## src/verilog/ctbs_pkg.sv

```systemverilog
// Purpose: constants for the transmit buffer storage block
// Assumes: 32-bit classic wishbone, one word per register
// Notes: word index = byte address / 4
`default_nettype none
package ctbs_pkg;
  // ----------------------------------------
  // register word indices
  // ----------------------------------------
  localparam logic [4:0] IDX_IDR0 = 5'h00;
  localparam logic [4:0] IDX_DATA0 = 5'h04;
  localparam logic [4:0] IDX_LEN = 5'h0C;
  localparam logic [4:0] IDX_PRIORITY_VALUE = 5'h0D;
  localparam logic [4:0] IDX_STHI = 5'h0E;
  localparam logic [4:0] IDX_STLO = 5'h0F;
  localparam logic [4:0] IDX_SEL = 5'h10;
  localparam logic [4:0] IDX_FLAG = 5'h11;
  localparam logic [4:0] IDX_CTRL = 5'h12;
  localparam logic [4:0] IDX_STAT = 5'h13;
  // ----------------------------------------
  // fields and sizes
  // ----------------------------------------
  localparam int NBUF = 3;
  localparam int NSLOT = 13;
  localparam int MAX_BYTES = 8;
  localparam int CTRL_INIT_BIT = 0;
  localparam int CTRL_STAMP_BIT = 1;
  localparam int IDR1_IDE_BIT = 3;
  localparam int IDR1_RTR_BIT = 4;
  localparam int IDR3_RTR_BIT = 0;
  // ----------------------------------------
  // reset values
  // ----------------------------------------
  localparam logic [2:0] RST_EMPTY = 3'h7;
  localparam logic [2:0] RST_SEL = 3'h0;
  localparam logic RST_INIT = 1'b1;
  localparam logic RST_STAMP = 1'b0;
  typedef enum logic [0:0] {ST_IDLE, ST_ACTIVE} ctbs_st_t;
endpackage : ctbs_pkg
`default_nettype wire

```

## src/verilog/ctbs_top.sv

```systemverilog
// Purpose: three transmit buffers, local priority pick, time stamps
// Assumes: protocol engine pulses arb, ok, fail and ack delimiter
// Notes: registers sit on a classic wishbone slave, ack after 1 cycle
//
// Design decisions made here: the placing of the registers and register access over Wishbone.
`default_nettype none
module ctbs_top #(
  parameter int TIMER_W = 16
) (
  // clock and reset
  input wire logic clk,
  input wire logic rst_b,
  input wire logic ce,
  // wishbone slave
  input wire logic wb_cyc_i,
  input wire logic wb_stb_i,
  input wire logic wb_we_i,
  input wire logic [6:0] wb_adr_i,
  input wire logic [3:0] wb_sel_i,
  input wire logic [31:0] wb_dat_i,
  output logic [31:0] wb_dat_o,
  output logic wb_ack_o,
  // protocol engine
  input wire logic arb_req,
  input wire logic tx_ok,
  input wire logic tx_fail,
  input wire logic ack_delim_sample,
  input wire logic bit_tick,
  input wire logic [2:0] payload_idx,
  output logic tx_pending,
  output logic [1:0] tx_buf_idx,
  output logic [31:0] tx_ident,
  output logic [3:0] length_code,
  output logic [3:0] tx_nbytes,
  output logic [7:0] payload_byte,
  // status
  output logic [2:0] tx_empty,
  output logic init_mode,
  output logic [TIMER_W-1:0] stamp_now
);

  // ----------------------------------------
  // state
  // ----------------------------------------
  typedef struct packed {
    ctbs_pkg::ctbs_st_t st;
    logic [2:0] empty;
    logic [2:0] sel;
    logic init;
    logic stamp_en;
    logic [2:0][12:0][7:0] mem;
    logic [2:0][7:0] priority_value;
    logic [2:0][TIMER_W-1:0] stamp;
    logic [TIMER_W-1:0] timer;
    logic [1:0] act;
    logic ack;
    logic [31:0] rdat;
    logic [7:0] txb;
  } ctbs_state_t;

  ctbs_state_t q;
  ctbs_state_t n;

  // ----------------------------------------
  // helpers
  // ----------------------------------------
  // bytes carried on the wire for a code
  function automatic logic [3:0] ctbs_nbytes(input logic [3:0] code,
                                            input logic remote);
    if (remote)
      ctbs_nbytes = 4'h0;
    else if (code > 4'(ctbs_pkg::MAX_BYTES))
      ctbs_nbytes = 4'(ctbs_pkg::MAX_BYTES);
    else
      ctbs_nbytes = code;
  endfunction : ctbs_nbytes

  // one-hot select to index
  function automatic logic [1:0] ctbs_index(input logic [2:0] oh);
    if (oh[0])
      ctbs_index = 2'h0;
    else if (oh[1])
      ctbs_index = 2'h1;
    else
      ctbs_index = 2'h2;
  endfunction : ctbs_index

  // lowest set bit only
  function automatic logic [2:0] ctbs_low1(input logic [2:0] v);
    logic [2:0] r;
    r = 3'h0;
    if (v[0])
      r = 3'h1;
    else if (v[1])
      r = 3'h2;
    else if (v[2])
      r = 3'h4;
    ctbs_low1 = r;
  endfunction : ctbs_low1

  // winner: {found, index}
  function automatic logic [2:0] ctbs_pick(input logic [2:0] rdy,
                                          input logic [2:0][7:0] pr);
    logic found;
    logic [1:0] idx;
    logic [7:0] best;
    found = 1'b0;
    idx = 2'h0;
    best = 8'hFF;
    for (int i = 0; i < ctbs_pkg::NBUF; i++)
    begin
      // strict compare keeps the lower index on a tie
      if (rdy[i] && (!found || pr[i] < best))
      begin
        found = 1'b1;
        idx = 2'(i);
        best = pr[i];
      end
    end
    ctbs_pick = {found, idx};
  endfunction : ctbs_pick

  // remote bit sits in idr1, or in idr3 once the extended bit is set
  function automatic logic ctbs_remote(input logic [3:0][7:0] id);
    if (id[1][ctbs_pkg::IDR1_IDE_BIT])
      ctbs_remote = id[3][ctbs_pkg::IDR3_RTR_BIT];
    else
      ctbs_remote = id[1][ctbs_pkg::IDR1_RTR_BIT];
  endfunction : ctbs_remote

  // ----------------------------------------
  // decode
  // ----------------------------------------
  logic bus_req;
  logic [4:0] widx;
  logic [1:0] sidx;
  logic win_ok;
  logic [2:0] pick;
  logic [3:0][7:0] act_id;
  logic act_remote;
  logic [3:0] act_code;
  logic [3:0] act_nb;

  assign bus_req = wb_cyc_i && wb_stb_i;
  assign widx = wb_adr_i[6:2];
  assign sidx = ctbs_index(q.sel);
  // window live only for a selected buffer that is empty
  assign win_ok = (|q.sel) && q.empty[sidx];
  // flags and priorities come straight from flops, so one snapshot
  assign pick = ctbs_pick(~q.empty, q.priority_value);
  assign act_id = {q.mem[q.act][3], q.mem[q.act][2],
                   q.mem[q.act][1], q.mem[q.act][0]};
  assign act_remote = ctbs_remote(act_id);
  assign act_code = q.mem[q.act][ctbs_pkg::IDX_LEN][3:0];
  assign act_nb = ctbs_nbytes(act_code, act_remote);

  // ----------------------------------------
  // window and payload helpers
  // ----------------------------------------
  // stamp bytes always show sixteen bits: a narrower timer reads
  // zero-extended, a wider one loses its top bits
  logic [15:0] win_stamp;
  logic [3:0] pay_slot;

  assign win_stamp = 16'(q.stamp[sidx]);
  // data bytes follow the four identifier bytes in each buffer; the length code sits after them
  assign pay_slot = 4'(ctbs_pkg::IDX_DATA0) + {1'b0, payload_idx};

  // ----------------------------------------
  // next state
  // ----------------------------------------
  always_comb
  begin
    logic [2:0] clr;
    n = q;
    clr = 3'h0;
    n.ack = bus_req && !q.ack;
    n.rdat = 32'h0;
    // read data prepared with the ack
    if (bus_req && !q.ack && !wb_we_i)
    begin
      if (widx < ctbs_pkg::IDX_PRIORITY_VALUE)
      begin
        if (win_ok)
          n.rdat[7:0] = q.mem[sidx][widx[3:0]];
      end
      else
      begin
        case (widx)
          ctbs_pkg::IDX_PRIORITY_VALUE:
            if (win_ok)
              n.rdat[7:0] = q.priority_value[sidx];
          ctbs_pkg::IDX_STHI:
            if (win_ok)
              n.rdat[7:0] = win_stamp[15:8];
          ctbs_pkg::IDX_STLO:
            if (win_ok)
              n.rdat[7:0] = win_stamp[7:0];
          ctbs_pkg::IDX_SEL:
            n.rdat[2:0] = q.sel;
          ctbs_pkg::IDX_FLAG:
            n.rdat[2:0] = q.empty;
          ctbs_pkg::IDX_CTRL:
            n.rdat[1:0] = {q.stamp_en, q.init};
          ctbs_pkg::IDX_STAT:
            n.rdat[2:0] = {q.st == ctbs_pkg::ST_ACTIVE, q.act};
          default:
            n.rdat = 32'h0;
        endcase
      end
    end
    // writes land on the edge where the master sees ack
    // only byte lane 0 carries a register; the other lanes are ignored
    if (bus_req && q.ack && wb_we_i && wb_sel_i[0])
    begin
      if (widx < ctbs_pkg::IDX_PRIORITY_VALUE)
      begin
        if (win_ok)
          n.mem[sidx][widx[3:0]] = wb_dat_i[7:0];
      end
      else
      begin
        case (widx)
          ctbs_pkg::IDX_PRIORITY_VALUE:
            if (win_ok)
              n.priority_value[sidx] = wb_dat_i[7:0];
          // a full buffer cannot be selected; lowest request bit wins
          ctbs_pkg::IDX_SEL:
            n.sel = ctbs_low1(wb_dat_i[2:0] & q.empty);
          ctbs_pkg::IDX_FLAG:
            clr = wb_dat_i[2:0];
          ctbs_pkg::IDX_CTRL:
          begin
            n.init = wb_dat_i[ctbs_pkg::CTRL_INIT_BIT];
            n.stamp_en = wb_dat_i[ctbs_pkg::CTRL_STAMP_BIT];
          end
          default:
            n.init = q.init;
        endcase
      end
    end
    // a buffer on the wire cannot be handed back by software
    n.empty = q.empty & ~clr;
    // timer
    // wrap-around is silent: nothing flags a timer overflow
    if (q.init)
      n.timer = '0;
    else if (bit_tick)
      n.timer = q.timer + 1'b1;
    // engine side
    case (q.st)
      ctbs_pkg::ST_IDLE:
        if (arb_req && pick[2] && !q.init)
        begin
          n.st = ctbs_pkg::ST_ACTIVE;
          n.act = pick[1:0];
        end
      ctbs_pkg::ST_ACTIVE:
      begin
        // a failed frame stays queued; the next arb_req picks again
        if (ack_delim_sample && q.stamp_en)
          n.stamp[q.act] = q.timer;
        if (tx_ok)
        begin
          n.empty[q.act] = 1'b1;
          n.st = ctbs_pkg::ST_IDLE;
        end
        else if (tx_fail)
          n.st = ctbs_pkg::ST_IDLE;
        else if (arb_req && pick[2])
          n.act = pick[1:0];
      end
      default:
        n.st = ctbs_pkg::ST_IDLE;
    endcase
    // only the byte count of the frame is ever presented
    if ({1'b0, payload_idx} < act_nb)
      n.txb = q.mem[q.act][pay_slot];
    else
      n.txb = 8'h00;
  end

  // ----------------------------------------
  // registers
  // ----------------------------------------
  // reset does not wait for ce, so a frozen block still comes up clean
  always_ff @(posedge clk)
  begin
    if (!rst_b)
    begin
      q <= '0;
      q.st <= ctbs_pkg::ST_IDLE;
      q.empty <= ctbs_pkg::RST_EMPTY;
      q.sel <= ctbs_pkg::RST_SEL;
      q.init <= ctbs_pkg::RST_INIT;
      q.stamp_en <= ctbs_pkg::RST_STAMP;
    end
    else if (ce)
    begin
      q <= n;
    end
  end

  // ----------------------------------------
  // outputs
  // ----------------------------------------
  assign wb_ack_o = q.ack;
  assign wb_dat_o = q.rdat;
  assign tx_pending = (q.st == ctbs_pkg::ST_ACTIVE);
  assign tx_buf_idx = q.act;
  // ident, code and count are muxes of flops, steady while active unless arb_req picks a new buffer
  assign tx_ident = act_id;
  assign length_code = act_code;
  assign tx_nbytes = act_nb;
  assign payload_byte = q.txb;
  assign tx_empty = q.empty;
  assign init_mode = q.init;
  assign stamp_now = q.timer;

endmodule : ctbs_top
`default_nettype wire

```

## config.mk

```make
export PLATFORM = sky130hd
export DESIGN_NAME = ctbs_top
export DESIGN_NICKNAME = d
export VERILOG_FILES = /design/src/verilog/ctbs_pkg.sv /design/src/verilog/ctbs_top.sv
export SDC_FILE = /design/constraint.sdc
export NUM_CORES = 1
export LEC_CHECK = 0
export ABC_AREA = 1
export BUFFER_PORTS_ARGS = -buffer_cell sky130_fd_sc_hd__buf_2
export CAP_MARGIN = 30
export CORE_MARGIN = 10
export CORE_UTILIZATION = 55
export DETAILED_ROUTE_END_ITERATION = 8
export PLACE_DENSITY = 0.72
export SETUP_SLACK_MARGIN = 0.4
export SLEW_MARGIN = 30
export SYNTH_ARGS = -nofsm -noshare
export SYNTH_HDL_FRONTEND = slang
export SYNTH_SLANG_ARGS = --single-unit
```

## constraint.sdc

```tcl
create_clock -name clk -period 6.58 [get_ports clk]
set_input_delay 1.316 -clock clk [delete_from_list [all_inputs] [get_ports clk]]
set_output_delay 1.316 -clock clk [all_outputs]
set_load 0.02 [all_outputs]
```

## Word level (Yosys, flattened, before mapping)

Cells that the tools add are included.

- Add/subtract/negate cells: 2
- Order comparisons: 12
- Reductions and logical operators: 31
- Bitwise operators: 7
- Equality and inequality tests: 11
- Multiplexer cells: 68

Operator list:

| kind | count |
|---|---|
| $bmux 104 s2 | 2 |
| $bwmux 312 | 1 |
| $mux 104 | 3 |
| $demux 104 s2 | 1 |
| $mux 8 | 14 |
| $bmux 8 s4 | 2 |
| $mux 16 | 4 |
| $bwmux 48 | 1 |
| $bmux 16 s2 | 1 |
| $demux 16 s2 | 1 |
| $demux 8 s4 | 1 |
| $bwmux 24 | 1 |
| $mux 3 | 8 |
| $eq 5x5->1 const B | 4 |
| $add 16x1->16 const B | 1 |
| $bmux 8 s2 | 1 |
| $demux 8 s2 | 1 |
| $lt 8x8->1 | 2 |
| $eq 5x4->1 const B | 3 |
| $logic_and 1x1->1 | 15 |
| $pmux 5 s3 | 1 |
| $mux 2 | 7 |
| $pmux 2 s7 | 1 |
| $reduce_and 4->1 | 3 |
| 28 further kinds | 52 |

- Bits in registers: 452

## Longest topological paths before layout

Gate-level depths: netlist of the first run.

- Depth in word-level cells: 15
- Depth in mapped cells: 24
- Depth with buffers taken out: 23

## Worst setup path after synthesis of the first run

No wires, ideal clock.

- Path kind: register to output
- Start point: register q (netlist bit tx_buf_idx[1])
- End point: output tx_ident[0]
- Arrival time: 1808 ps
- Buffers on the path: 4
- Required time: 5264 ps
- Cell stages (with the launch flop): 8
- Setup slack: 3456 ps
- Cell sequence: dfxtp_1 -> inv_2 -> buf_2 -> clkbuf_1 -> clkbuf_1 -> clkbuf_1 -> o21ai_0 -> a22oi_1

- Word-level cells in the longest chain between the ends: 2

RTL lines:

| element | RTL line | text |
|---|---|---|
| from (decl) | ctbs_top.sv:61 | `ctbs_state_t q;` |
| from (signal assigned) | ctbs_top.sv:300 | `q <= n;` |
| $bmux 104 s2 | ctbs_top.sv:152 | `q.mem[q.act][1], q.mem[q.act][0]};` |
| $mux 104 | n/a |  |
| to (decl) | ctbs_top.sv:32 | `output logic [31:0] tx_ident,` |

No other way between the ends. The select of a mux whose other input is x is not followed.

## Worst setup path in the final report of the first run

- Start point: register q (netlist bit tx_buf_idx[0])
- End point: output tx_nbytes[0]

- Word-level cells in the longest chain between the ends: 5

RTL lines:

| element | RTL line | text |
|---|---|---|
| $bmux 104 s2 (*) | ctbs_top.sv:151, ctbs_top.sv:152, ctbs_top.sv:154 |  |
| $mux 104 (*) | n/a |  |
| $gt 4x4->1 | ctbs_top.sv:72 | `else if (code > 4'(ctbs_pkg::MAX_BYTES))` |
| $mux 4 | ctbs_top.sv:72 |  |
| $mux 4 (*) | ctbs_top.sv:70 | `if (remote)` |
| to (decl) | ctbs_top.sv:34 | `output logic [3:0] tx_nbytes,` |

Mark *: on every way between the ends. The rest lies on a longest branch, timed or not. The select of a mux whose other input is x is not followed.

==> results of run 1 <==
==> cells in the mapped netlist (2+ instances only) <==
master	instances	area [µm²]
a221oi_1	22	193
a221o_1	2	20.0
o21ai_0	543	2720
buf_2	39	195
o221ai_1	40	350
clkbuf_1	179	672
a22oi_1	38	285
nand2_2	18	113
a21oi_1	495	2480
a311oi_1	2	17.5
o22ai_1	121	757
nor2_1	115	432
o2111ai_1	10	87.6
dfxtp_1	428	8570
nor2_2	8	50.1
o32ai_1	2	17.5
clkinv_1	2	7.51
o211ai_1	6	45.0
nor2_4	3	33.8
a22o_1	2	17.5
a31oi_1	9	56.3
ha_1	17	213
a2111oi_0	3	26.3
buf_4	65	488
inv_2	16	60.1
buf_1	9	33.8
inv_1	396	1490
nand2_1	273	1020
a211oi_1	6	45.0
o21ai_1	68	340
o21a_1	4	30.0
nand4_1	9	56.3
o311ai_0	2	17.5
o31ai_1	3	22.5
nand3_1	52	260
nor3_1	13	65.1
==> cell families after synthesis <==
family,synth area share
buf+inv,0.138
compound gates,0.354
fa+ha+maj,0.00995
simple gates,0.0972
flops,0.401
other cells,0.000175
==> where the power goes <==
| group | switching, W | leakage (nW) | internal (W) |
|---|---|---|---|
| Sequential | 0.00000190 | 3.45 | 0.00259 |
| Clock | 0.00110 | 0.711 | 0.00146 |
| Combinational | 0.000231 | 4.20 | 0.0000660 |
| Total | 0.00133 | 8.36 | 0.00413 |
==> flip-flops by register name (all words and copies together) (netlist names) <==
name          flops
stamp_now        16
wb_dat_o          8
tx_empty          3
wb_ack_o          1
q               388
tx_buf_idx        2
init_mode         1
payload_byte      8
tx_pending        1
==> how the worst max path moves through the flow <==
stage	depth (start not counted)	to
after detailed placement	12	q[329]
after CTS	10	tx_nbytes[3]
after global placement	12	q[329]
after global routing	8	tx_nbytes[0]
final	8	tx_nbytes[0]
after floorplan	7	tx_ident[0]
==> layer usage <==
layer,share of wire,vias to the layer above,track usage
li1,-,10100,-
met1,0.39,10100,0.400
met2,0.44,1344,0.472
met3,0.12,282,0.0806
met4,0.052,4,0.170
met5,0.00034,-,0
==> area by class of cell <==
| class | count | area [µm²] |
|---|---|---|
| diodes | 1 | 2.50 |
| clock buffers | 70 | 1360 |
| clock inverters | 9 | 91.3 |
| fillers | 3692 | 15500 |
| inverters | 414 | 1560 |
| multi-input cells | 1919 | 9980 |
| flip-flops and latches | 428 | 8570 |
| well taps | 518 | 648 |
| repair buffers | 137 | 851 |
==> cell usage in the layout (no fill, tap or decap), types with 9 or more instances in the layout <==
master     count
o21ai_0      543
a21oi_1      495
dfxtp_1      427
inv_1        395
nand2_1      273
o22ai_1      121
nor2_1       111
buf_2        105
o21ai_1       68
nand3_1       52
clkbuf_16     48
o221ai_1      40
a22oi_1       38
buf_4         26
conb_1        24
a221oi_1      22
nand2_2       17
ha_1          17
inv_2         16
clkbuf_1      14
nor3_1        13
o2111ai_1     10
nand4_1        9
a31oi_1        9
==> metrics by stage <==
| step | total power [W] | setup slack, ns |
|---|---|---|
| 2_1_floorplan | 0.00284 | 3.46 |
| 3_3_place_gp | 0.00293 | 2.14 |
| 3_5_place_dp | 0.00293 | 2.10 |
| 4_1_cts | 0.00544 | 1.82 |
| 5_1_grt | 0.00557 | 1.68 |
| 6_report | 0.00545 | 1.75 |
==> critical path, delay by kind of cell (launching register included) <==
kind            cells  cell delay, ns
compound gates      2            0.53
simple gates        2            0.93
flops               1            0.32
buf+inv             4            1.13
==> results.txt, run 1 <==
Row count -> 72
CP startpoint kind -> flip-flop
Mean Syn Cell Area -> 7.05 µm²
Hold Startpoint -> q[232]
Top-Level Pins -> 161
Final Critical Period -> 4.83 ns
Leak -> 8.36 nW
Ys Warns -> 0
Critical Path Max Stage Delay -> 0.68 ns
Area Growth Syn to Fin -> 7.92%
Number of distinct library cells after synthesis -> 47
Initial Util -> 0.554
Post-Synthesis Cells -> 3031
Via density -> 6.25
Core ar. -> 38600 µm²
Share of layout cells above drive strength 1 -> 0.0863
Hold Slack -> 0.450 ns
Actual slew at the worst max-slew pin -> 1.07 ns
Drc violations -> 0
Synthesized area -> 21400 µm²
Setup crit start -> tx_buf_idx[0]
Total CTS buffers -> 47
Gr usage total -> 0.312
Non-filler cells, final -> 3496
Post-route ant nets -> 0
Synthesis-stage register bit count -> 428
Setup_tns -> 0 ns
CTS sink count -> 428
EDFF count, synth -> 0
Slew HR -> 0.285
Root Buffer -> clkbuf_16
H-tree level count -> 2
Crit-path max FO -> 33
Area of the die -> 47100 µm²
Clock Skews -> 0.0178 ns
Nets@finish -> 3021
Detailed Route WL -> 76.7 mm
Clk slew on worst S/H paths -> 0.06 ns
DP Area -> 21500 µm²
Global route total overflow -> 0
F_max -> 207 MHz
Hold endpoint -> q[232]
RSZ-0062 raised after global routing -> no
DRT Pass-1 Iters -> 6
Sequential share of the synthesized area -> 0.401
R2R depth -> 11
Fin area -> 23100 µm²
Flop2flop setup slack -> 2.37 ns
Worst skew pair latency -> 0.60 ns
PwrDens -> 237 nW/µm²
Critical-path top delay cell -> nor2_4
Final core utilization -> 0.598
Worst Hold Class -> flip-flop to flip-flop
Final hold violations -> 0
Top FF cell, synth -> dfxtp_1
Worst r2r dst -> q[404]
Largest net degree at the start of global routing -> 195
Final setup fails -> 0
Initial antenna violation count -> 4
Outcome -> completed
Vias in the first global route -> 20400
Fin. max-slew vios -> 0
Dpl hpwl -> 47.4 mm
Resize count post-CTS -> 0
Placed Cells -> 3414
Max Cap Viol -> 0
Critical Path End Type -> output port
Postcts setup bufs -> 0
CTS Hold Buffers Added -> 0
First-pass GRT wire length -> 118 mm
Hold depth -> 2
Chip height -> 217 µm
DR WL/cell -> 22.0 µm
Iteration-0 DRC Markers -> 2886
R2R Path Start -> q[445]
Die width -> 217 µm
CP Class -> flip-flop to output port
Worst-path cell chain -> buf_4 -> nor2_4 -> inv_2 -> o21ai_1 -> o21a_1 -> inv_1 -> nor2_2 -> buf_2
I/O Buffers -> 107
Fin crit share -> 0.734
CP arrival -> 3.51 ns
Maximum VDD drop -> 0.189 mV
CTS max path bufs -> 3
Synth async-reset ratio -> 0
Global placement routability congestion -> 0.977
Via Count -> 21900
CTS tree -> done
CP Data Required Time -> 5.26 ns
(Power assumes the default switching activity.)
==> inputs of run 2 (changes only) <==
- PLACE_DENSITY: 0.72 -> 0.75
- clock period: 6.58 -> 4.4 ns (I/O delays scaled with it)
==> results.txt, run 2 (synthesized netlist as in run 1, its figures left out) <==
Via density -> 6.25
Setup_tns -> 0 ns
Placed Cells -> 3437
Critical Path End Type -> output port
CP Data Required Time -> 3.52 ns
Area Growth Syn to Fin -> 9.06%
Clock Skews -> 0.0268 ns
Int Power -> 0.00636 W
Clk slew on worst S/H paths -> 0.06 ns
R2R depth -> 13
Vias in the first global route -> 20400
CTS sink count -> 428
Commonest non-fill, non-tap cell in the layout -> o21ai_0
Leak -> 8.52 nW
Most frequent cells in the layout -> o21ai_0, a21oi_1, dfxtp_1
Outcome -> completed
Setup crit start -> tx_buf_idx[1]
RSZ-0062 raised after global routing -> no
H-tree level count -> 2
CP Class -> flip-flop to output port
Initial antenna violation count -> 1
Maximum VDD drop -> 0.295 mV
Largest net degree at the start of global routing -> 201
Root Buffer -> clkbuf_16
Detailed Route WL -> 77.3 mm
CTS tree -> done
GRT met1 Usage -> 0.397
Top-Level Pins -> 161
Grt met3 use -> 0.0692
Worst skew pair latency -> 0.60 ns
Max reg flops -> 388
Total CTS buffers -> 47
Fin crit share -> 0.891
Biggest register -> q
Hold depth -> 2
Global route total overflow -> 0
Global placement routability congestion -> 0.970
Drc violations -> 0
Area of the die -> 47100 µm²
Post-route ant nets -> 0
Chip height -> 217 µm
Switching Share -> 0.240
DRT Pass-1 Iters -> 6
CP arrival -> 3.04 ns
Flop2flop setup slack -> 0.83 ns
Core ar. -> 38600 µm²
Final Critical Period -> 3.92 ns
Nets@finish -> 3042
First-pass GRT wire length -> 117 mm
Gr usage total -> 0.311
Final hold violations -> 0
Fin. max-slew vios -> 0
Part of the power in registers -> 0.464
Final setup fails -> 0
Share of layout cells above drive strength 1 -> 0.0952
Via Count -> 22000
F_max -> 255 MHz
R2R Path Start -> tx_buf_idx[1]
Worst Hold Class -> flip-flop to flip-flop
Pre-CTS WS -> 0.512 ns
Fillers -> 3560
Slew HR -> 0.278
CP startpoint kind -> flip-flop
PwrDens -> 359 nW/µm²
Non-filler cells, final -> 3523
Row count -> 72
Initial Util -> 0.554
Iteration-0 DRC Markers -> 3157
Comb pwr share -> 0.053
Die width -> 217 µm
I/O Buffers -> 107
Max Cap Viol -> 0
Hold endpoint -> q[233]
DR WL/cell -> 21.9 µm
Dpl hpwl -> 48.7 mm
Hold Startpoint -> q[233]
CTS max path bufs -> 3
Met2 global-route usage -> 0.483
Net Sw Power -> 0.00201 W
Grt peak-use layer -> met2
Actual slew at the worst max-slew pin -> 1.06 ns
Crit-path max FO -> 12
Final setup margin -> 0.479 ns
Worst r2r dst -> payload_byte[6]
Clock Power Share -> 0.483
[run 2: layout make-up]
class / instances / area [µm²] / share of cell area
Multi-Input combinational cell: 1919 / 9970 / 0.428
Sequential cell: 428 / 8570 / 0.368
Inverter: 414 / 1560 / 0.0667
Clock buffer: 68 / 1400 / 0.0600
Timing Repair Buffer: 158 / 992 / 0.0426
Tap cell: 518 / 648 / 0.0278
Clock inverter: 17 / 176 / 0.00757
Antenna cell: 1 / 2.50 / 0.000107
[run 2: power by group through the flow]
stage | Combinational (W) | Sequential, W | Clock [W]
after CTS | 0.000422 | 0.00388 | 0.00405
after global placement | 0.000414 | 0.00397 | 0
after detailed placement | 0.000421 | 0.00397 | 0
after global routing | 0.000469 | 0.00388 | 0.00421
final | 0.000446 | 0.00388 | 0.00404
after floorplan | 0.000285 | 0.00397 | 0
[run 2: worst max-delay path, cell delays in order (launching register included)]
cell and delay, ns:
dfxtp_1 0.57, inv_2 0.14, nor2_4 0.32, buf_4 0.36
inv_2 0.16, o21ai_1 0.15, o21a_1 0.25, inv_1 0.08
nor2_2 0.21, buf_2 0.21
[run 2: per-layer routing]
layer,share of wire,vias to the layer above
li1,-,10200
met1,0.38,10100
met2,0.44,1445
met3,0.12,302
met4,0.053,0
met5,0,-
[run 2: how the worst max path moves through the flow]
stage,end,slack [ns]
2_1_floorplan,tx_buf_idx[0],1.49
3_3_place_gp,q[395],0.59
3_5_place_dp,q[238],0.51
4_1_cts,tx_nbytes[3],0.53
5_1_grt,tx_nbytes[0],0.51
6_report,tx_nbytes[0],0.48
[run 2: timing repair]
action / CTS / global route
hold buffers: 0 / 0
gates resized for setup: 0 / 1
setup buffers: 0 / 0
endpoints found under the setup margin: 0 / 1
[run 2: metrics by stage]
step / hold WS [ns] / utilization / instance area (µm²) / total power, W
4_1_cts: 0.451 / 0.604 / 23300 / 0.00835
2_1_floorplan: 0.423 / - / 21500 / 0.00425
3_3_place_gp: 0.437 / 0.563 / 21700 / 0.00438
6_report: 0.457 / 0.604 / 23300 / 0.00837
5_1_grt: 0.468 / 0.604 / 23300 / 0.00856
3_5_place_dp: 0.442 / 0.563 / 21700 / 0.00439
